<file path="src/core/st_pkg.sv">
// Constants, register map and state type of the processor self-test controller
package st_pkg;
    // Bus geometry
    localparam int ADDR_W = 32;
    localparam int DATA_W = 32;
    // Register byte addresses
    localparam logic [31:0] CTRL_ADDR = 32'hFFFFE100;
    localparam logic [31:0] TIMEOUT_ADDR = 32'hFFFFE104;
    localparam logic [31:0] DIVIDER_FIELD_ADDR = 32'hFFFFE108;
    localparam logic [31:0] STATUS_ADDR = 32'hFFFFE10C;
    localparam logic [31:0] FAIL_ADDR = 32'hFFFFE110;
    localparam logic [31:0] EXC_ADDR = 32'hFFFFE114;
    localparam logic [31:0] INT_STAT_ADDR = 32'hFFFFE118;
    localparam logic [31:0] INT_MASK_ADDR = 32'hFFFFE11C;
    localparam logic [31:0] LOG_BASE_ADDR = 32'hFFFFE180;
    // Control register fields
    localparam int CTRL_START_BIT = 0;
    localparam int CTRL_RESTART_BIT = 1;
    localparam int CTRL_COUNT_LSB = 8;
    localparam int COUNT_W = 5;
    // Divider field of the self-test clock divider
    localparam int DIV_FIELD_LSB = 0;
    localparam int DIV_FIELD_W = 3;
    // Status register fields
    localparam int ST_BUSY_BIT = 0;
    localparam int ST_DONE_BIT = 1;
    localparam int ST_FAIL_BIT = 2;
    localparam int ST_TIMEOUT_BIT = 3;
    localparam int ST_NEXT_LSB = 8;
    localparam int ST_CUR_LSB = 16;
    // Exception status: reset issued by the self-test controller
    localparam int EXC_CPU_RESET_BIT = 5;
    // Interrupt status and mask layout
    localparam int INT_DONE_BIT = 0;
    localparam int INT_FAIL_BIT = 1;
    localparam int INT_TIMEOUT_BIT = 2;
    localparam int INT_W = 3;
    // Reset values
    localparam logic [31:0] TIMEOUT_RESET = 32'h00010000;
    localparam logic [DIV_FIELD_W-1:0] DIV_RESET = 3'h0;
    localparam logic [INT_W-1:0] MASK_RESET = 3'h0;
    // Timing
    localparam longint REF_CLK_HZ = 50_000_000;
    localparam longint ST_CLK_MAX_HZ = 45_000_000;
    localparam int MIN_DIV = int'((REF_CLK_HZ + ST_CLK_MAX_HZ - 1) / ST_CLK_MAX_HZ);
    localparam int INTERVAL_CYCLES = 1365;
    localparam int MAX_INTERVALS = 26;
    localparam int CPU_RESET_CYCLES = 8;
    // Sequencer states
    typedef enum logic [2:0] {
        S_IDLE = 3'b001,
        S_RUN = 3'b010,
        S_RESET = 3'b100
    } state_t;
endpackage

</file>
<file path="src/core/self_test_controller.sv">
// Processor logic self-test controller: register slave, interval sequencer, timeout
// Functional notes
// - Whole run split into independent intervals, each run as its own unit.
// - Run either all intervals or a software-selected number of them.
// - New run resumes after last interval or restarts from first, as selected.
// - Core under test isolated from system while a run is active.
// - Number of failing interval captured and held for software.
// - Timeout counter loaded with programmed period bounds each run.
// - Self-test clock at most 45 MHz, divided from core clock by divider register.
// - Each interval lasts 1365 self-test clocks, up to 26 intervals.
// - Controller-issued processor reset recorded in exception status bit 5.
// - Core clock divided by 2 to 8 from the divider field during test (field plus one, raised to the minimum of 2).
module self_test_controller #(
    parameter int SIG_W = 32
) (
    // Clock and reset
    input wire logic ref_clk,
    input wire logic rstn,
    // Register port
    input wire logic [st_pkg::ADDR_W-1:0] addr,
    input wire logic [st_pkg::DATA_W-1:0] wdata,
    input wire logic wr_en,
    input wire logic rd_en,
    output logic [st_pkg::DATA_W-1:0] rdata,
    // Signatures from the two lockstep cores
    input wire logic [SIG_W-1:0] core_a_sig,
    input wire logic [SIG_W-1:0] core_b_sig,
    // Test control towards the cores
    output logic core_isolate,
    output logic st_clk_en,
    output logic st_interval_start,
    output logic [st_pkg::COUNT_W-1:0] st_interval,
    output logic cpu_reset,
    // Interrupt
    output logic irq
);
    import st_pkg::*;

    // Effective division ratio, never faster than the self-test clock limit
    function automatic logic [3:0] eff_div(input logic [DIV_FIELD_W-1:0] field);
        logic [3:0] d;
        d = {1'b0, field} + 4'h1;
        if (int'(d) < MIN_DIV) begin
            d = 4'(MIN_DIV);
        end
        return d;
    endfunction

    // Sticky flag update: hardware set wins over a write-one clear
    function automatic logic [INT_W-1:0] w1c(input logic [INT_W-1:0] cur, input logic [INT_W-1:0] clr,
                                             input logic [INT_W-1:0] set);
        return (cur & ~clr) | set;
    endfunction

    state_t state_q;
    logic [COUNT_W-1:0] count_q;
    logic restart_q;
    logic [31:0] timeout_q;
    logic [DIV_FIELD_W-1:0] div_q;
    logic [INT_W-1:0] int_stat_q;
    logic [INT_W-1:0] int_mask_q;
    logic exc_reset_q;
    logic done_q;
    logic fail_q;
    logic tmo_q;
    logic [COUNT_W-1:0] fail_idx_q;
    logic [COUNT_W-1:0] next_q;
    logic [COUNT_W-1:0] cur_q;
    logic [COUNT_W-1:0] ran_q;
    logic [COUNT_W-1:0] target_q;
    logic [10:0] cyc_q;
    logic [3:0] div_cnt_q;
    logic [31:0] tmo_cnt_q;
    logic [3:0] rst_cnt_q;
    logic st_en;
    logic start_wr;
    logic iv_end;
    logic iv_fail;
    logic last_iv;
    logic tmo_hit;
    logic [INT_W-1:0] int_set;
    logic [INT_W-1:0] int_clr;
    logic [DATA_W-1:0] rdata_q;
    logic log_sel_q;
    logic log_hit;
    logic [COUNT_W-1:0] log_idx;
    logic [SIG_W-1:0] log_rdata;

    // Register write decode
    assign start_wr = wr_en && addr == CTRL_ADDR && wdata[CTRL_START_BIT] && state_q == S_IDLE;
    assign int_clr = (wr_en && addr == INT_STAT_ADDR) ? wdata[INT_W-1:0] : '0;

    // Configuration registers; start is a trigger and is not stored
    always_ff @(posedge ref_clk or negedge rstn) begin
        if (!rstn) begin
            count_q <= '0;
            restart_q <= 1'b0;
            timeout_q <= TIMEOUT_RESET;
            div_q <= DIV_RESET;
            int_mask_q <= MASK_RESET;
        end else if (wr_en) begin
            case (addr)
                CTRL_ADDR: begin
                    count_q <= wdata[CTRL_COUNT_LSB +: COUNT_W];
                    restart_q <= wdata[CTRL_RESTART_BIT];
                end
                TIMEOUT_ADDR: timeout_q <= wdata;
                DIVIDER_FIELD_ADDR: div_q <= wdata[DIV_FIELD_LSB +: DIV_FIELD_W];
                INT_MASK_ADDR: int_mask_q <= wdata[INT_W-1:0];
                default: begin
                end
            endcase
        end
    end

    // Self-test clock enable divider; only counts while running
    always_ff @(posedge ref_clk or negedge rstn) begin
        if (!rstn) begin
            div_cnt_q <= '0;
        end else if (state_q != S_RUN) begin
            div_cnt_q <= '0;
        end else if (div_cnt_q >= eff_div(div_q) - 4'h1) begin
            div_cnt_q <= '0;
        end else begin
            div_cnt_q <= div_cnt_q + 4'h1;
        end
    end

    // enable pulse at or below limit
    assign st_en = state_q == S_RUN && div_cnt_q >= eff_div(div_q) - 4'h1;
    assign st_clk_en = st_en;

    assign iv_end = st_en && int'(cyc_q) == INTERVAL_CYCLES - 1;
    assign iv_fail = iv_end && core_a_sig != core_b_sig;
    assign last_iv = ran_q + 5'h1 == target_q || int'(cur_q) == MAX_INTERVALS - 1;
    assign tmo_hit = state_q == S_RUN && tmo_cnt_q == '0 && !iv_end;

    // Cycle counter inside the current interval
    always_ff @(posedge ref_clk or negedge rstn) begin
        if (!rstn) begin
            cyc_q <= '0;
        end else if (state_q != S_RUN || iv_end) begin
            cyc_q <= '0;
        end else if (st_en) begin
            cyc_q <= cyc_q + 11'h1;
        end
    end

    // Interval start marker for the test engine in the cores
    always_ff @(posedge ref_clk or negedge rstn) begin
        if (!rstn) begin
            st_interval_start <= 1'b0;
        end else begin
            st_interval_start <= start_wr || (iv_end && !iv_fail && !last_iv);
        end
    end

    // Timeout counter, reloaded at each start, in reference clock cycles
    always_ff @(posedge ref_clk or negedge rstn) begin
        if (!rstn) begin
            tmo_cnt_q <= '0;
        end else if (start_wr) begin
            tmo_cnt_q <= timeout_q;
        end else if (state_q == S_RUN && tmo_cnt_q != '0) begin
            tmo_cnt_q <= tmo_cnt_q - 32'h1;
        end
    end

    // Run sequencer
    always_ff @(posedge ref_clk or negedge rstn) begin
        if (!rstn) begin
            state_q <= S_IDLE;
            rst_cnt_q <= '0;
        end else begin
            case (state_q)
                S_IDLE: begin
                    if (start_wr) begin
                        state_q <= S_RUN;
                    end
                end
                S_RUN: begin
                    if (tmo_hit || iv_fail || (iv_end && last_iv)) begin
                        state_q <= S_RESET;
                        rst_cnt_q <= '0;
                    end
                end
                S_RESET: begin
                    if (int'(rst_cnt_q) == CPU_RESET_CYCLES - 1) begin
                        state_q <= S_IDLE;
                    end else begin
                        rst_cnt_q <= rst_cnt_q + 4'h1;
                    end
                end
                default: state_q <= S_IDLE;
            endcase
        end
    end

    // Interval bookkeeping across runs
    always_ff @(posedge ref_clk or negedge rstn) begin
        if (!rstn) begin
            cur_q <= '0;
            next_q <= '0;
            ran_q <= '0;
            target_q <= 5'(MAX_INTERVALS);
        end else if (start_wr) begin
            cur_q <= wdata[CTRL_RESTART_BIT] ? '0 : next_q; // Starting write, not a stale copy
            ran_q <= '0;
            target_q <= wdata[CTRL_COUNT_LSB +: COUNT_W] == '0 ? 5'(MAX_INTERVALS) : wdata[CTRL_COUNT_LSB +: COUNT_W];
        end else if (iv_end) begin
            ran_q <= ran_q + 5'h1;
            if (int'(cur_q) == MAX_INTERVALS - 1) begin
                next_q <= '0;
            end else begin
                next_q <= cur_q + 5'h1;
            end
            if (!last_iv && !iv_fail) begin
                cur_q <= cur_q + 5'h1;
            end
        end
    end

    // Run result flags and failing interval number
    always_ff @(posedge ref_clk or negedge rstn) begin
        if (!rstn) begin
            done_q <= 1'b0;
            fail_q <= 1'b0;
            tmo_q <= 1'b0;
            fail_idx_q <= '0;
        end else if (start_wr) begin
            done_q <= 1'b0;
            fail_q <= 1'b0;
            tmo_q <= 1'b0;
        end else if (state_q == S_RUN) begin
            if (iv_fail) begin
                fail_q <= 1'b1;
                fail_idx_q <= cur_q;
            end
            if (tmo_hit) begin
                tmo_q <= 1'b1;
            end
            if (iv_end && last_iv) begin
                done_q <= 1'b1;
            end
        end
    end

    assign core_isolate = state_q != S_IDLE;
    assign st_interval = cur_q;
    assign cpu_reset = state_q == S_RESET;

    always_ff @(posedge ref_clk or negedge rstn) begin
        if (!rstn) begin
            exc_reset_q <= 1'b0;
        end else if (state_q == S_RESET) begin
            exc_reset_q <= 1'b1;
        end else if (wr_en && addr == EXC_ADDR && wdata[EXC_CPU_RESET_BIT]) begin
            exc_reset_q <= 1'b0;
        end
    end

    // Interrupt events, one pulse each as the run ends
    always_comb begin
        int_set = '0;
        int_set[INT_DONE_BIT] = state_q == S_RUN && iv_end && last_iv && !iv_fail && !tmo_hit;
        int_set[INT_FAIL_BIT] = iv_fail;
        int_set[INT_TIMEOUT_BIT] = tmo_hit;
    end

    // Sticky interrupt status, write one to clear
    always_ff @(posedge ref_clk or negedge rstn) begin
        if (!rstn) begin
            int_stat_q <= '0;
        end else begin
            int_stat_q <= w1c(int_stat_q, int_clr, int_set);
        end
    end

    // Level interrupt, registered to keep the output glitch free
    always_ff @(posedge ref_clk or negedge rstn) begin
        if (!rstn) begin
            irq <= 1'b0;
        end else begin
            irq <= |(w1c(int_stat_q, int_clr, int_set) & int_mask_q);
        end
    end

    // Signature log window decode
    assign log_hit = addr >= LOG_BASE_ADDR && addr < LOG_BASE_ADDR + 32'(4 * MAX_INTERVALS);
    assign log_idx = 5'((addr - LOG_BASE_ADDR) >> 2);

    // Per-interval signature of the first core, kept for diagnosis
    sig_log_mem #(
        .WIDTH(SIG_W),
        .DEPTH(MAX_INTERVALS),
        .AW(COUNT_W)
    ) u_log (
        .clk(ref_clk),
        .wr_en(iv_end),
        .wr_addr(cur_q),
        .wr_data(core_a_sig),
        .rd_addr(log_idx),
        .rd_data(log_rdata)
    );

    // Register read, data valid in the cycle after the strobe
    always_ff @(posedge ref_clk or negedge rstn) begin
        if (!rstn) begin
            rdata_q <= '0;
            log_sel_q <= 1'b0;
        end else begin
            rdata_q <= '0;
            log_sel_q <= rd_en && log_hit;
            if (rd_en) begin
                case (addr)
                    CTRL_ADDR: begin
                        rdata_q[CTRL_RESTART_BIT] <= restart_q;
                        rdata_q[CTRL_COUNT_LSB +: COUNT_W] <= count_q;
                    end
                    TIMEOUT_ADDR: rdata_q <= timeout_q;
                    DIVIDER_FIELD_ADDR: rdata_q[DIV_FIELD_LSB +: DIV_FIELD_W] <= div_q;
                    STATUS_ADDR: begin
                        rdata_q[ST_BUSY_BIT] <= state_q != S_IDLE;
                        rdata_q[ST_DONE_BIT] <= done_q;
                        rdata_q[ST_FAIL_BIT] <= fail_q;
                        rdata_q[ST_TIMEOUT_BIT] <= tmo_q;
                        rdata_q[ST_NEXT_LSB +: COUNT_W] <= next_q;
                        rdata_q[ST_CUR_LSB +: COUNT_W] <= cur_q;
                    end
                    FAIL_ADDR: rdata_q[COUNT_W-1:0] <= fail_idx_q;
                    EXC_ADDR: rdata_q[EXC_CPU_RESET_BIT] <= exc_reset_q;
                    INT_STAT_ADDR: rdata_q[INT_W-1:0] <= int_stat_q;
                    INT_MASK_ADDR: rdata_q[INT_W-1:0] <= int_mask_q;
                    default: begin
                    end
                endcase
            end
        end
    end

    // Log words come straight from the memory's output register
    assign rdata = log_sel_q ? DATA_W'(log_rdata) : rdata_q;
endmodule

</file>
<file path="src/core/sig_log_mem.sv">
// Small memory holding the signature captured at the end of each test interval
module sig_log_mem #(
    parameter int WIDTH = 32,
    parameter int DEPTH = 26,
    parameter int AW = 5
) (
    // Clock
    input wire logic clk,
    // Write port
    input wire logic wr_en,
    input wire logic [AW-1:0] wr_addr,
    input wire logic [WIDTH-1:0] wr_data,
    // Read port, data one cycle later
    input wire logic [AW-1:0] rd_addr,
    output logic [WIDTH-1:0] rd_data
);
    logic [WIDTH-1:0] mem [DEPTH];

    // Write side; out of range indices are dropped
    always_ff @(posedge clk) begin
        if (wr_en && int'(wr_addr) < DEPTH) begin
            mem[wr_addr] <= wr_data;
        end
    end

    // Registered read; unused indices read zero
    always_ff @(posedge clk) begin
        if (int'(rd_addr) < DEPTH) begin
            rd_data <= mem[rd_addr];
        end else begin
            rd_data <= '0;
        end
    end
endmodule

</file>
<file path="config.mk">
export PLATFORM = sky130hd
export DESIGN_NAME = self_test_controller
export DESIGN_NICKNAME = d
export VERILOG_FILES = /design/src/core/st_pkg.sv /design/src/core/self_test_controller.sv /design/src/core/sig_log_mem.sv
export SDC_FILE = /design/constraint.sdc
export NUM_CORES = 1
export LEC_CHECK = 0
export BUFFER_PORTS_ARGS = -buffer_cell sky130_fd_sc_hd__buf_2
export CAP_MARGIN = 30
export CORE_MARGIN = 8
export CORE_UTILIZATION = 26
export DETAILED_ROUTE_END_ITERATION = 8
export HOLD_SLACK_MARGIN = 0.12
export PLACE_DENSITY_LB_ADDON = 0.1
export SLEW_MARGIN = 20
export SYNTH_ARGS = -nofsm -noshare
export SYNTH_HDL_FRONTEND = slang
export SYNTH_HIERARCHICAL = 1
export SYNTH_SLANG_ARGS = --single-unit
</file>
<file path="constraint.sdc">
create_clock -name ref_clk -period 7 [get_ports ref_clk]
set_clock_uncertainty 0.15 [all_clocks]
set_input_delay 0.7 -clock ref_clk [delete_from_list [all_inputs] [get_ports ref_clk]]
set_output_delay 0.7 -clock ref_clk [all_outputs]
set_load 0.05 [all_outputs]
</file>
==> impl_metrics.env <==
export IMPL_netlist_instances=2290
export IMPL_timing_rr_start="div_q[0]"
export IMPL_drc=0
export IMPL_dp_hpwl_um=84900
export IMPL_antenna_left=0
export IMPL_worst_ep_arrival_time_ns=5.54
export IMPL_r2r_cells=14
export IMPL_wirelength_um=128000
export IMPL_crit_fanout=22
export IMPL_io_buffers=173
export IMPL_cp_slowest_cell="nor2_4"
export IMPL_maxSlewHeadroom_pct=41.6
export IMPL_path_cells="ha_1, inv_1, nor3_1, a211oi_1, mux2i_1, ha_1, o21ai_0, a21o_1, or3_1, inv_2, nor2b_1, nand3_1, nor2_4, buf_4"
export IMPL_status="finished, final reports clean"
export IMPL_critPathLaunch="div_q[0]"
export IMPL_period_minus_slack_ns=5.29
export IMPL_required_ns=7.25
export IMPL_drv_slew=0
export IMPL_r2r_end="u_log/mem[18][6]"
export IMPL_syn_nets=2435
export IMPL_path_class="flip-flop to flip-flop"
export IMPL_whs_path_depth=2
export IMPL_period_share_pct=75.6
export IMPL_final_cells=4721
export IMPL_cts_root_buf="clkbuf_16"
export IMPL_nFillCells=15300
export IMPL_dieArea_um2=172000
export IMPL_finalHoldViolCount=0
export IMPL_vias=22300
export IMPL_synth_seq_area_share_pct=71.9
export IMPL_hp_class="input pin to flip-flop"
export IMPL_clk_latency_ns=0.70
export IMPL_die_y_um=415
export IMPL_clk_path_buf_depth=3
export IMPL_tns_ns=0
export IMPL_fp_dieW_um=415
export IMPL_worst_setup_path_end_kind="flip-flop"
export IMPL_drive_above_1_share_pct=29.7
export IMPL_synth_edf_count=832
export IMPL_cp_start_kind="flip-flop"
export IMPL_ys_seq_elements=1029
export IMPL_min_from="wdata[11]"
export IMPL_seq_area_um2=29800
export IMPL_holdPathEnd="count_q[3]"
export IMPL_max_clock_freq_mhz=189
export IMPL_async_flop_share_pct=16.0
export IMPL_ff2ff_setup_slack_ns=1.71
export IMPL_ioPinCount=174
export IMPL_antenna_found_initial=8
export IMPL_critPathMostFrequentCell="ha_1"
export IMPL_first_global_vias=23700
export IMPL_finalSetupViolations=0
export IMPL_final_common_cell="edfxtp_1"
export IMPL_worst_slew_pin_slew_ns=0.870
export IMPL_ys_types=87
export IMPL_cts_max_level=3
export IMPL_post_place_cells=4477
export IMPL_area_growth_pct=19.7
export IMPL_numCtsBuffers=116
export IMPL_p_per_area_nw_per_um2=275
export IMPL_cpPeakStageDelay_ns=0.90
export IMPL_fp_row_count=146
export IMPL_ys_flop_type="edfxtp_1"
export IMPL_mostFrequentLayoutCells="edfxtp_1, buf_2, mux4_2, dfrtp_1, clkbuf_16"
export IMPL_routabilityCongestion=0.749
export IMPL_rsz0062_at_grt="no"
export IMPL_cts_tree="done"
export IMPL_cap_violations=0
export IMPL_cts_resized=0
export IMPL_final_nets=2699
export IMPL_postCtsSetupBuffers=0
export IMPL_grt_pass1_wl_um=183000
export IMPL_ir_worst_vdd_mv=0.187
export IMPL_clock_sinks=1029
export IMPL_multi_input_area_um2=11200
export IMPL_via_per_inst=4.72
export IMPL_finalPower_uw=13600
export IMPL_drt_iter0_drc=1348
export IMPL_cp_num_buf_inv=3
export IMPL_path_delay_family="simple AND/OR/NAND/NOR gates"
export IMPL_routedWlPerCell_um=27.1
export IMPL_grt_util_all_layers_pct=14.5
export IMPL_grt_overflow=0
export IMPL_initial_core_util_pct=26.1
export IMPL_leakagePower_uw=0.0172
export IMPL_clkTransAtPathRegs_ns=0.06
export IMPL_syn_area_um2=41400
export IMPL_grt_max_degree=95
export IMPL_syn_avg_cell_area_um2=18.1
export IMPL_firstDrtPassIters=7
export IMPL_synth_yosys_warnings=6
export IMPL_core_area_um2=158000
-- worst max-delay path by stage --
stage / depth (start not counted) / slack, ns / to
after floorplan: 12 / 1.61 / u_log/mem[24][0]
after global placement: 14 / 1.60 / u_log/mem[2][20]
after detailed placement: 14 / 1.68 / u_log/mem[2][23]
after CTS: 14 / 1.69 / u_log/mem[18][11]
after global routing: 14 / 1.42 / u_log/mem[18][2]
final: 14 / 1.71 / u_log/mem[18][6]
-- per-stage QoR --
stage / hold WS (ns) / setup slack (ns) / utilization (%) / instance area [µm²]
2_1_floorplan: 0.254 / 1.61 / - / 41400
3_3_place_gp: 0.306 / 1.60 / 28.4 / 44900
3_5_place_dp: 0.312 / 1.68 / 28.6 / 45200
4_1_cts: 0.128 / 1.69 / 31.3 / 49500
5_1_grt: 0.166 / 1.42 / 31.3 / 49600
6_report: 0.194 / 1.71 / 31.3 / 49600
-- Yosys cell counts (6+ instances only) --
cell	number	area (µm²)
nor3_1	14	70.1
a22oi_1	11	82.6
nor2_1	86	323
buf_4	14	105
or3_1	7	43.8
o211ai_1	8	60.1
nand3_1	37	185
nand2_1	83	312
nor4_1	12	75.1
edfxtp_1	832	25000
o31ai_1	8	60.1
xor2_1	14	123
mux4_2	161	3630
a221o_1	7	70.1
clkbuf_1	50	188
o21ai_1	17	85.1
a21oi_1	13	65.1
nand3b_1	10	75.1
dfxtp_1	32	641
a222oi_1	8	80.1
o21ai_0	32	160
nor2b_1	34	213
buf_1	11	41.3
and3_1	23	144
buf_6	6	67.6
a21o_1	35	263
xnor2_1	49	429
mux2_1	6	67.6
o221ai_1	32	280
inv_1	17	63.8
nand4_1	19	119
o22ai_1	63	394
mux2_2	106	1190
mux2i_1	100	1000
mux2_4	28	420
buf_2	37	185
ha_1	13	163
dfrtp_1	160	4000
-- layer usage --
metal | GRT usage, % | routed length (µm) | part of all wire (%) | vias to the layer above
li1 | - | - | - | 9726
met1 | 19.4 | 56300 | 44 | 11900
met2 | 25.1 | 64800 | 51 | 487
met3 | 1.75 | 4480 | 3.5 | 163
met4 | 3.60 | 2460 | 1.9 | 4
met5 | 0 | 31 | 0.024 | -
-- worst register-to-register path, stage by stage (launching register included) --
cell and delay [ns]:
dfrtp_1 0.45, ha_1 0.27, inv_1 0.10, nor3_1 0.06, a211oi_1 0.19, mux2i_1 0.12
ha_1 0.29, o21ai_0 0.14, a21o_1 0.26, or3_1 0.67, inv_2 0.27, nor2b_1 0.19
nand3_1 0.58, nor2_4 0.91, buf_4 0.35
-- kinds of logic after synthesis --
group | after synthesis | synth area share, %
adder cells (fa/ha/maj) | 13 | 0.393
multiplexers | 401 | 15.2
flip-flops | 1029 | 71.9
XOR/XNOR | 64 | 1.39
buffers and inverters | 138 | 1.60
AND/OR/NAND/NOR | 378 | 4.94
AO/OA/AOI/OAI | 267 | 4.59
-- registers in the layout, summed over array words and instances, names as in the netlist, 4 cells and up --
signal / cells
count_q: 5
cyc_q: 11
div_cnt_q: 4
fail_idx_q: 5
next_q: 5
ran_q: 5
rdata_q: 32
rst_cnt_q: 4
st_interval: 5
target_q: 5
timeout_q: 32
tmo_cnt_q: 32
u_log/mem: 832
u_log/rd_data: 32
-- report_power, final --
group / switching, µW / internal (µW) / total [µW]
registers: 17.3 / 6640 / 6660
clock network: 2500 / 3850 / 6360
logic: 406 / 217 / 623
-- repair_timing --
item | in CTS | in global routing
hold buffers | 29 | 0
endpoints found under the setup margin | 0 | 0
endpoints found under the hold margin | 91 | 0
-- cell type report --
cell class,count,share of cell area [%]
Antenna cell,2,0.0101
Inverter,20,0.151
Multi-Input combinational cell,1123,22.6
Clock buffer,134,6.18
Tap cell,2072,5.23
Timing Repair Buffer,264,3.88
Clock inverter,77,1.87
Sequential cell,1029,60.0
Note: power is estimated with default switching activity, not from simulation.
